**config.mk**
```make
export PLATFORM = sky130hd
export DESIGN_NAME = abt_transport
export DESIGN_NICKNAME = d
export VERILOG_FILES = /design/src/inc/abt_pkg.sv /design/src/verilog/abt_rsp_mem.sv /design/src/verilog/abt_sw_filter.sv /design/src/verilog/abt_transport.sv
export VERILOG_INCLUDE_DIRS = /design/src /design/src/inc
export SDC_FILE = /design/constraint.sdc
export NUM_CORES = 2
export LEC_CHECK = 0
export BUFFER_PORTS_ARGS = -buffer_cell sky130_fd_sc_hd__buf_2
export CORE_MARGIN = 5
export CORE_UTILIZATION = 40
export CTS_BUF_LIST = sky130_fd_sc_hd__clkbuf_4 sky130_fd_sc_hd__clkbuf_8
export DETAILED_ROUTE_END_ITERATION = 6
export HOLD_SLACK_MARGIN = 0.02
export PLACE_DENSITY = 0.58
export SYNTH_ARGS = -nofsm -noshare
export SYNTH_HDL_FRONTEND = slang
export SYNTH_SLANG_ARGS = --single-unit
```
**constraint.sdc**
```tcl
create_clock -name mclk -period 5.9 [get_ports mclk]
set_clock_uncertainty 0.15 [all_clocks]
set_input_delay 1.18 -clock mclk [delete_from_list [all_inputs] [get_ports mclk]]
set_output_delay 1.18 -clock mclk [all_outputs]
set_load 0.005 [all_outputs]
```
**src/inc/abt_params.svh**
```systemverilog
/*
 * Constants of the block-protocol APDU transport: status-word codes,
 * interface number limits and default sizes.
 * Assumes inclusion by bare name from the package and the design modules.
 */
`ifndef ABT_PARAMS_SVH
`define ABT_PARAMS_SVH

// ----------------------------------------------------------------------
// status words
// ----------------------------------------------------------------------
`define ABT_SW1_WARN_A 8'h62
`define ABT_SW1_WARN_B 8'h63
`define ABT_SW1_APP_HI 4'h9
`define ABT_SW1_OK 8'h90
`define ABT_SW2_OK 8'h00
`define ABT_SW1_PROACTIVE 8'h91
`define ABT_SW1_TK_BUSY 8'h93
`define ABT_SW2_TK_BUSY 8'h00

// ----------------------------------------------------------------------
// interfaces and sizes
// ----------------------------------------------------------------------
`define ABT_IF_MAX 5'h1F
`define ABT_IF_RESET 5'h00
`define ABT_RSP_DEPTH 256
`define ABT_IFS_DEFAULT 32
`define ABT_SW_BYTES 2

`endif

```
**src/inc/abt_pkg.sv**
```systemverilog
/*
 * Types shared by the block-protocol APDU transport modules.
 * Assumes abt_params.svh on the include path.
 */
`include "abt_params.svh"

package abt_pkg;

    // one information-field byte of a received block
    typedef struct packed {
        logic valid;
        logic first;
        logic last;
        logic more;
        logic [4:0] ifnum;
        logic [7:0] data;
    } abt_rx_t;

    // one information-field byte of a block to be sent
    typedef struct packed {
        logic valid;
        logic first;
        logic last;
        logic more;
        logic [4:0] ifnum;
        logic [7:0] data;
    } abt_tx_t;

    // one byte of a command handed to the card application
    typedef struct packed {
        logic valid;
        logic last;
        logic [4:0] ifnum;
        logic [7:0] data;
    } abt_cmd_t;

    // completion report from the card application
    typedef struct packed {
        logic done;
        logic envelope;
        logic tk_busy;
        logic [7:0] pending_len;
        logic [7:0] sw1;
        logic [7:0] sw2;
    } abt_done_t;

    typedef enum logic [3:0] {
        ABT_IDLE = 4'h1,
        ABT_RXCMD = 4'h2,
        ABT_PROC = 4'h4,
        ABT_TXRSP = 4'h8
    } abt_state_t;

endpackage : abt_pkg

```
**src/verilog/abt_rsp_mem.sv**
```systemverilog
/*
 * Response data buffer: one write port, one read port, registered read.
 * Assumes a single clock and that writer and reader never overlap.
 */
`timescale 1ns/1ps
`include "abt_params.svh"

module abt_rsp_mem #(
    parameter int DEPTH = `ABT_RSP_DEPTH,
    parameter int AW = $clog2(DEPTH)
) (
    input wire logic mclk,
    input wire logic wr_en,
    input wire logic [AW-1:0] wr_addr,
    input wire logic [7:0] wr_data,
    input wire logic [AW-1:0] rd_addr,
    output logic [7:0] rd_data
);

    logic [7:0] mem [DEPTH];

    always_ff @(posedge mclk) begin
        if (wr_en) begin
            mem[wr_addr] <= wr_data;
        end
        rd_data <= mem[rd_addr];
    end

endmodule : abt_rsp_mem

```
**src/verilog/abt_sw_filter.sv**
```systemverilog
/*
 * Status-word selection: toolkit overrides and the data-return decision.
 * Assumes inputs held stable while the completion report is sampled.
 */
`timescale 1ns/1ps
`include "abt_params.svh"

module abt_sw_filter
    import abt_pkg::*;
(
    input abt_done_t rpt,
    output logic [7:0] sw1,
    output logic [7:0] sw2,
    output logic data_ok
);

    logic is_ok;

    assign is_ok = (rpt.sw1 == `ABT_SW1_OK) && (rpt.sw2 == `ABT_SW2_OK);

    always_comb begin
        sw1 = rpt.sw1;
        sw2 = rpt.sw2;
        if (rpt.envelope && rpt.tk_busy) begin
            sw1 = `ABT_SW1_TK_BUSY;
            sw2 = `ABT_SW2_TK_BUSY;
        end else if (is_ok && (rpt.pending_len != 8'h00)) begin
            sw1 = `ABT_SW1_PROACTIVE;
            sw2 = rpt.pending_len;
        end
    end

    // data only with warning, application or success status
    // an envelope refused by a busy toolkit carries status only
    assign data_ok = !(rpt.envelope && rpt.tk_busy)
        && ((sw1 == `ABT_SW1_WARN_A) || (sw1 == `ABT_SW1_WARN_B)
        || (sw1[7:4] == `ABT_SW1_APP_HI));

endmodule : abt_sw_filter

```
**src/verilog/abt_transport.sv**
```systemverilog
/*
 * Card-side block-protocol APDU transport: unpacks command information
 * fields, tracks the logical interface, buffers response data and sends
 * it back in chained blocks ending in the status word.
 * Assumes a block framer on the link side and the card application on
 * the user side, both on mclk.
 */
// Functional notes
// - response data only with 62XX, 63XX, 9XXX status; else status only
// - one exchange on an interface is never interleaved with another's blocks
// - response goes in one block or a chain of blocks
// - all four data cases handled: none, response, command, both
// - success may be replaced by 91XX when a proactive command waits
// - envelope with toolkit busy answers 9300
// - interface support is announced in the answer to reset
// - interfaces numbered from zero, never above 1F
// - management selection mandatory on T=0, optional on T=1
// - interface zero is selected right after parameter selection
`timescale 1ns/1ps
`include "abt_params.svh"

module abt_transport
    import abt_pkg::*;
#(
    parameter int IFS = `ABT_IFS_DEFAULT,
    parameter int DEPTH = `ABT_RSP_DEPTH,
    parameter logic [4:0] IF_LAST = `ABT_IF_MAX
) (
    input wire logic mclk,
    input wire logic resetn,
    input wire logic if_support_strap,
    input wire logic pps_done,
    input wire logic session_if_en,
    input wire logic nad_sel_en,
    input wire logic mgmt_sel_valid,
    input wire logic [4:0] mgmt_sel_if,
    input abt_rx_t rx,
    output abt_cmd_t cmd,
    input wire logic rsp_wr_valid,
    input wire logic [7:0] rsp_wr_data,
    input abt_done_t rpt,
    output abt_tx_t tx,
    input wire logic tx_ready,
    output logic atr_if_support,
    output logic [4:0] cur_if,
    output logic busy,
    output logic err_interleave,
    output logic err_if_range,
    output logic rsp_overflow
);

    localparam int AW = $clog2(DEPTH);
    localparam int CW = AW + 2;
    localparam logic [CW-1:0] IFS_LAST = CW'(IFS - 1);
    localparam logic [CW-1:0] SW_N = CW'(`ABT_SW_BYTES);

    // ------------------------------------------------------------------
    // strap capture after reset release
    // ------------------------------------------------------------------
    logic strap_done_q;
    logic strap_done_d;
    logic support_q;
    logic support_d;

    always_comb begin
        strap_done_d = 1'b1;
        support_d = strap_done_q ? support_q : if_support_strap;
    end

    always_ff @(posedge mclk or negedge resetn) begin
        if (!resetn) begin
            strap_done_q <= 1'b0;
            support_q <= 1'b0;
        end else begin
            strap_done_q <= strap_done_d;
            support_q <= support_d;
        end
    end

    assign atr_if_support = support_q;

    // ------------------------------------------------------------------
    // status selection
    // ------------------------------------------------------------------
    logic [7:0] f_sw1;
    logic [7:0] f_sw2;
    logic f_data_ok;

    abt_sw_filter u_filter (
        .rpt(rpt),
        .sw1(f_sw1),
        .sw2(f_sw2),
        .data_ok(f_data_ok)
    );

    // ------------------------------------------------------------------
    // exchange state
    // ------------------------------------------------------------------
    abt_state_t state_q;
    abt_state_t state_d;
    logic [4:0] if_q;
    logic [4:0] if_d;
    logic [AW:0] wr_ptr_q;
    logic [AW:0] wr_ptr_d;
    logic [CW-1:0] total_q;
    logic [CW-1:0] total_d;
    logic [CW-1:0] idx_q;
    logic [CW-1:0] idx_d;
    logic [CW-1:0] blk_q;
    logic [CW-1:0] blk_d;
    logic [AW:0] dlen_q;
    logic [AW:0] dlen_d;
    logic [7:0] sw1_q;
    logic [7:0] sw1_d;
    logic [7:0] sw2_q;
    logic [7:0] sw2_d;
    abt_cmd_t cmd_q;
    abt_cmd_t cmd_d;
    logic ilv_q;
    logic ilv_d;
    logic rng_q;
    logic rng_d;
    logic ovf_q;
    logic ovf_d;

    logic if_active;
    logic rx_if_bad;
    logic rx_foreign;
    logic tx_fire;
    logic tx_final;
    logic blk_end;
    logic [AW-1:0] rd_addr;
    logic [7:0] rd_data;
    logic mem_wr;

    // address-byte selection only once the session has agreed to it
    assign if_active = session_if_en && nad_sel_en;
    assign rx_if_bad = if_active && (rx.ifnum > IF_LAST);
    assign rx_foreign = if_active && (rx.ifnum != if_q);
    assign tx_fire = tx.valid && tx_ready;
    assign tx_final = (idx_q == total_q - CW'(1));
    assign blk_end = (blk_q == IFS_LAST) || tx_final;
    assign mem_wr = rsp_wr_valid && (state_q == ABT_PROC)
        && (wr_ptr_q < (AW+1)'(DEPTH));

    always_comb begin
        state_d = state_q;
        if_d = if_q;
        wr_ptr_d = wr_ptr_q;
        total_d = total_q;
        idx_d = idx_q;
        blk_d = blk_q;
        dlen_d = dlen_q;
        sw1_d = sw1_q;
        sw2_d = sw2_q;
        cmd_d = '0;
        ilv_d = 1'b0;
        rng_d = 1'b0;
        ovf_d = 1'b0;

        // interface zero after parameter selection
        if (pps_done && session_if_en) begin
            if_d = `ABT_IF_RESET;
        end else if (mgmt_sel_valid && session_if_en
                     && state_q == ABT_IDLE) begin
            if (mgmt_sel_if > IF_LAST) begin
                rng_d = 1'b1;
            end else begin
                if_d = mgmt_sel_if;
            end
        end

        case (state_q)
            ABT_IDLE: begin
                if (rx.valid && rx.first) begin
                    if (rx_if_bad) begin
                        rng_d = 1'b1;
                    end else begin
                        if (if_active) begin
                            if_d = rx.ifnum;
                        end
                        cmd_d.valid = 1'b1;
                        cmd_d.data = rx.data;
                        cmd_d.ifnum = if_active ? rx.ifnum : if_q;
                        cmd_d.last = rx.last && !rx.more;
                        wr_ptr_d = '0;
                        state_d = (rx.last && !rx.more) ? ABT_PROC : ABT_RXCMD;
                    end
                end
            end
            ABT_RXCMD: begin
                // chained command blocks pass through unchanged
                if (rx.valid) begin
                    if (rx_foreign) begin
                        ilv_d = 1'b1;
                    end else begin
                        cmd_d.valid = 1'b1;
                        cmd_d.data = rx.data;
                        cmd_d.ifnum = if_q;
                        cmd_d.last = rx.last && !rx.more;
                        if (rx.last && !rx.more) begin
                            state_d = ABT_PROC;
                        end
                    end
                end
            end
            ABT_PROC: begin
                if (rx.valid && rx_foreign) begin
                    ilv_d = 1'b1;
                end
                if (rsp_wr_valid && !mem_wr) begin
                    ovf_d = 1'b1;
                end
                if (mem_wr) begin
                    wr_ptr_d = wr_ptr_q + (AW+1)'(1);
                end
                if (rpt.done) begin
                    sw1_d = f_sw1;
                    sw2_d = f_sw2;
                    dlen_d = f_data_ok ? wr_ptr_q : '0;
                    total_d = (f_data_ok ? CW'(wr_ptr_q) : '0) + SW_N;
                    idx_d = '0;
                    blk_d = '0;
                    state_d = ABT_TXRSP;
                end
            end
            ABT_TXRSP: begin
                if (rx.valid && rx_foreign) begin
                    ilv_d = 1'b1;
                end
                if (tx_fire) begin
                    idx_d = idx_q + CW'(1);
                    blk_d = blk_end ? '0 : blk_q + CW'(1);
                    if (tx_final) begin
                        state_d = ABT_IDLE;
                    end
                end
            end
            default: begin
                state_d = ABT_IDLE;
            end
        endcase
    end

    always_ff @(posedge mclk or negedge resetn) begin
        if (!resetn) begin
            state_q <= ABT_IDLE;
            if_q <= `ABT_IF_RESET;
            wr_ptr_q <= '0;
            total_q <= '0;
            idx_q <= '0;
            blk_q <= '0;
            dlen_q <= '0;
            sw1_q <= 8'h00;
            sw2_q <= 8'h00;
            cmd_q <= '0;
            ilv_q <= 1'b0;
            rng_q <= 1'b0;
            ovf_q <= 1'b0;
        end else begin
            state_q <= state_d;
            if_q <= if_d;
            wr_ptr_q <= wr_ptr_d;
            total_q <= total_d;
            idx_q <= idx_d;
            blk_q <= blk_d;
            dlen_q <= dlen_d;
            sw1_q <= sw1_d;
            sw2_q <= sw2_d;
            cmd_q <= cmd_d;
            ilv_q <= ilv_d;
            rng_q <= rng_d;
            ovf_q <= ovf_d;
        end
    end

    // ------------------------------------------------------------------
    // response buffer and block output
    // ------------------------------------------------------------------
    // prefetch the next byte so the registered read matches idx_q
    assign rd_addr = (state_q != ABT_TXRSP) ? '0 :
        (tx_fire ? AW'(idx_q + CW'(1)) : AW'(idx_q));

    abt_rsp_mem #(
        .DEPTH(DEPTH),
        .AW(AW)
    ) u_mem (
        .mclk(mclk),
        .wr_en(mem_wr),
        .wr_addr(wr_ptr_q[AW-1:0]),
        .wr_data(rsp_wr_data),
        .rd_addr(rd_addr),
        .rd_data(rd_data)
    );

    always_comb begin
        tx = '0;
        tx.valid = (state_q == ABT_TXRSP);
        tx.ifnum = if_q;
        tx.first = (state_q == ABT_TXRSP) && (blk_q == '0);
        tx.last = (state_q == ABT_TXRSP) && blk_end;
        // chain bit on every block but the final one
        tx.more = (state_q == ABT_TXRSP)
            && ((total_q - idx_q + blk_q) > CW'(IFS));
        if (state_q == ABT_TXRSP) begin
            if (idx_q < CW'(dlen_q)) begin
                tx.data = rd_data;
            end else if (idx_q == CW'(dlen_q)) begin
                tx.data = sw1_q;
            end else begin
                tx.data = sw2_q;
            end
        end
    end

    assign cmd = cmd_q;
    assign cur_if = if_q;
    assign busy = (state_q != ABT_IDLE);
    assign err_interleave = ilv_q;
    assign err_if_range = rng_q;
    assign rsp_overflow = ovf_q;

endmodule : abt_transport

```
* After elaboration in Yosys (flattened, before gate mapping) *
Memory sizes are Yosys's and may differ from the RTL's. A register that Yosys moved wholly into a read port is not among the register bits.
Cells that the tools add are included.
W data, S select, Z words.

word-level totals
  bits in registers = 93
  latch bits = 0
  RAM bits = 2048
  memory bits (read-only) = 0
  output and inout bits = 42
  memories kept = 1

operators by class
  $add $sub $neg = 7
  $mul = 0
  div/mod/pow operators = 0
  order comparisons = 5
  equality and inequality tests = 23
  shift operators = 0
  mux-type cells = 58
  bitwise logic cells = 0
  reductions and logical operators = 36

memory list
  name       depth  width  rd ports  clocked after memory_dff  write ports  RTL line           source
  u_mem.mem  256    8      1         1                         1            abt_rsp_mem.sv:20  logic [7:0] mem [DEPTH];

operator list
  operator                 number
  $mux W8                  9
  $mux W15                 4
  $mux W9                  5
  $mux W10                 4
  $mux W5                  8
  $pmux W10 S2             2
  $mux W4                  8
  $pmux W15 S2             1
  $add A10 B1 Y10 const B  2
  $logic_and A1 B1 Y1      20
  $pmux W9 S2              1
  $eq A8 B7 Y1 const B     2
  $pmux W4 S4              1
  $mux W1                  13
  $ne A2 B2 Y1 const B     6
  $add A10 B10 Y10         1
  $add A9 B2 Y10 const B   1
  $eq A10 B10 Y1           1
  $eq A10 B5 Y1 const B    1
  $eq A10 B9 Y1            1
  $gt A10 B6 Y1 const B    1
  $gt A5 B5 Y1 const B     2
  $logic_not A10 Y1        1
  $lt A10 B9 Y1            1
  other kinds (25)         33

* Longest topological paths before layout *
  word-level depth = 11
  mapped depth = 15

* By module *
From an unflattened synthesis, not the netlist that was laid out.

unflattened totals
  cells, all modules = 4433
  area, all modules = 85567.1 µm²

modules (own cells, without submodules)
  module         times used  cells an instance  area each (µm²)
  abt_rsp_mem    1           3733               79556.3
  abt_transport  1           652                5704.2
  abt_sw_filter  1           48                 306.5

* Least setup slack after synthesis *
OpenSTA, ideal clock, no wires.

  path type = reg-to-output
  from = register idx_q[1]
  to = output port tx[13] (netlist bit)
  arrival time = 2466 ps
  slack = 2104 ps
  cell stages (with the launch flop) = 12
  path buffers = 0
  cells stage by stage = dfrtp_1 -> fa_1 -> inv_1 -> ha_1 -> a21o_1 -> a21oi_1 -> o21bai_1 -> a21oi_1 -> xnor2_1 -> a21oi_1 -> a311oi_1 -> a31oi_1

RTL lines
  element                   RTL line              source
  start: declaration        abt_transport.sv:107  logic [CW-1:0] idx_q;
  start signal: assignment  abt_transport.sv:265  idx_q <= idx_d;
  end: declaration          abt_transport.sv:42   output abt_tx_t tx,

* Worst setup path in the final report *
  from = register idx_q[0]
  to = register u_mem.rd_data[7] (read register of u_mem.mem)

between the ends
  cells in the longest elaborated chain, start to end = 3

RTL lines
  element           RTL line              source
  $add A10 B1 Y10   abt_transport.sv:282  (tx_fire ? AW'(idx_q + CW'(1)) : AW'(idx_q));
  $mux W8 (*)       abt_transport.sv:282
  $mux W8 (*)       abt_transport.sv:281  assign rd_addr = (state_q != ABT_TXRSP) ? '0 :
  end: declaration  abt_rsp_mem.sv:17     output logic [7:0] rd_data

Mark *: on every way between the ends. The rest lies on a longest branch, timed or not.
A chain may end at the register's enable or synchronous reset.

==> out/results.tsv <==
metric	value	unit
Final Max Tran Viols	0	
share of layout cells above drive strength 1	14.0	%
initial DRC count	7739	
CP endpoint kind	register	
fin nets	7039	
top_reg_cell synth	edfxtp_1	
area leader, netlist	edfxtp_1	
sw frac	25.4	%
run status	completed	
number of enable flip-flop cells after synthesis	2048	
Initial Util	40.1	%
Vias	59800	
CP max FO	20	
capturing point of the worst reg2reg path	u_mem.rd_data[7]	
top cells by area, synth	edfxtp_1, nand2_1, nand3_1	
power per cell area	335	mW/mm2
Power Total	0.0335	W
Post-CTS Resized	0	
Setup Buffers After CTS	0	
largest net degree at the start of global routing	143	
Die Area	0.230	mm2
HP Start	rx[13]	
row count	172	
routability cong.	0.930	
drt wl/cell	29.4	um
Sink Count	2148	
fin crit period	5810	ps
Routed Antenna Nets	0	
area grow syn2layout	13.3	%
Routed WL	296	mm
worst hold path depth	2	
Worst setup SP type	register	
critical path type	reg -> reg	
htree depth	5	
DP HPWL	180	mm
Reg clk slew, reported paths	60	ps
Worst Hold End	cmd[13]	
Min-Delay Path Class	in -> reg	
fraction of registers with async set or reset after synthesis	4.28	%
CTS tree	built	
later-pin clock latency in the skew report	1040	ps
endpoints failing setup	0	
sequential share of the synthesized area	72.6	%
P_sw	0.00849	W
vias in the first global route	57012	
core area	0.220	mm2
# DRC	0	
combinational power share	9.4	%
Reg2Reg Depth	10	
Tot GR Track Use	25.0	%
IO Count	108	
initial antenna violation count	17	
first-pass GRT wire length	419	mm
cell-internal power	0.0250	W
CTS buffer count	374	
Netlist cell types	93	
via/cell ratio	5.92	
Tcrit/Tclk final	98.4	%
Setup Total Neg Slack	0	ps
total gr overflow	0	
Max transition margin	12.7	%
Mapped Area	0.0881	mm2
CP arrival	6520	ps
net count after synthesis	6759	
fmax	172	MHz
DR pass1 iterations	6	
CTS max path bufs	4	
post-synth top area share	69.8	%
Syn Area/Cell	13.2	um2
dpl cells	9430	
Critical R2R Launch	idx_q[0]	
synthesized flop and latch total	2148	
worst reg2reg setup slack	90	ps
part of the power in registers	51.0	%
port buffer count	107	
LEAKAGE	34.3	nW
power share of the clock group	39.6	%
Fill cells	19524	
Syn. warnings	0	
Final Hold Viols	0	
Max-cap violations	0	
die height	479	um
post-synthesis cell count	6656	
clock root cell	clkbuf_8	
die width	479	um
Peak VDD IR	0.310	mV
RSZ-0062 raised after global routing	no	
Slew @ Worst Pin	1300	ps
critical path data required time	6620	ps
final non-filler cell total	10095	
==> cells in the final DEF, fill, tap and decap left out, drive strengths merged, types with 133 or more instances in the layout <==
| master | Yosys | final |
|---|---|---|
| a211oi | 133 | 133 |
| edfxtp | 2048 | 2048 |
| nand3 | 606 | 606 |
| buf | 281 | 345 |
| mux2i | 144 | 144 |
| nand2 | 1595 | 1595 |
| a21oi | 144 | 144 |
| clkbuf | 170 | 510 |
| clkinv | 0 | 139 |
| a31oi | 159 | 159 |
| and3 | 151 | 151 |
| nor2 | 346 | 346 |
==> flip-flops by register name, summed over array words and instances, names as in the netlist <==
name	cells
atr_if_support	1
blk_q	10
cmd	15
cur_if	5
dlen_q	8
err_if_range	1
err_interleave	1
idx_q	10
rsp_overflow	1
state_q	4
strap_done_q	1
sw1_q	8
sw2_q	8
total_q	10
u_mem.mem	2048
u_mem.rd_data	8
wr_ptr_q	9
==> synthesized netlist by cell type, types with 21 or more instances <==
| master | n |
|---|---|
| a221oi_1 | 35 |
| ha_1 | 28 |
| nor3_1 | 40 |
| o21ai_0 | 101 |
| o22ai_1 | 35 |
| dfrtp_1 | 91 |
| a31oi_1 | 159 |
| a21oi_1 | 143 |
| xnor2_1 | 24 |
| nor2_1 | 343 |
| buf_4 | 55 |
| mux4_2 | 43 |
| buf_1 | 27 |
| buf_2 | 191 |
| and3_1 | 151 |
| inv_1 | 59 |
| clkbuf_1 | 169 |
| mux2i_1 | 143 |
| nand4_1 | 32 |
| a311oi_1 | 75 |
| a211oi_1 | 132 |
| nand2_1 | 1594 |
| a32oi_1 | 21 |
| edfxtp_1 | 2048 |
| nand3_1 | 606 |
==> layout make-up <==
class,count,area (um2),area share [%]
well taps,2871,3590,3.60
diodes,7,17.5,0.0175
flip-flops and latches,2148,64000,64.1
inverters,60,230,0.231
repair buffers,355,3030,3.03
clock inverters,155,898,0.900
clock buffers,502,6200,6.21
multi-input cells,3997,21900,21.9
==> logic make-up after synthesis <==
kind of cell | share of synthesized area, %
adders and majority gates | 0.602
other | 0.00852
xor gates and xnor gates | 0.459
and+or+nand+nor | 14.0
buffers and inverters | 2.77
muxes | 2.88
DFF | 72.6
AOI/OAI and AO/OA | 6.73
==> worst max path at each step <==
stage	from	end	slack (ps)
CTS	idx_q[1]	tx[13]	360
detailed placement	tx_ready	u_mem.rd_data[7]	170
global route	idx_q[0]	u_mem.rd_data[7]	130
finish	idx_q[0]	u_mem.rd_data[7]	90
floorplan	idx_q[1]	tx[13]	2100
global placement	tx_ready	u_mem.rd_data[7]	110
==> per-stage QoR <==
step	hold slack [ps]	util [%]	worst slack [ps]	cell area, um2
final	198	45.5	93.1	99800
after global routing	145	45.5	133	99800
after CTS	101	45.5	356	99800
after detailed placement	305	42.2	174	92700
after global placement	303	42.2	114	92700
after floorplan	288	-	2100	88100
==> power groups by stage <==
stage	logic [W]	registers (W)	clock network [W]
after floorplan	0.00179	0.0173	0
after global placement	0.00305	0.0174	0
after detailed placement	0.00312	0.0174	0
after CTS	0.00313	0.0171	0.0134
after global routing	0.00338	0.0171	0.0141
final	0.00316	0.0171	0.0132
==> timing repair <==
action	in CTS	in global routing
endpoints found under the setup margin	0	0
hold buffers	1	0
endpoints found under the hold margin	42	0
==> metal layers <==
metal / track usage [%] / share of wire (%) / vias to the layer above
li1: - / - / 25420
met1: 33.6 / 39 / 30164
met2: 38.7 / 46 / 3498
met3: 5.73 / 11 / 710
met4: 11.7 / 5.1 / 8
met5: 0 / 0.017 / -
==> worst max-delay path, cell delays in order (launching register included) <==
cell and delay (ps):
dfrtp_1 740, ha_1 400, mux2_4 450, nand2_4 530, buf_4 320, nand3_1 90
and3_1 180, a31oi_1 940, o22ai_1 540, nor4_1 1060, a211oi_1 190
Power figures use the tool's default switching activity.
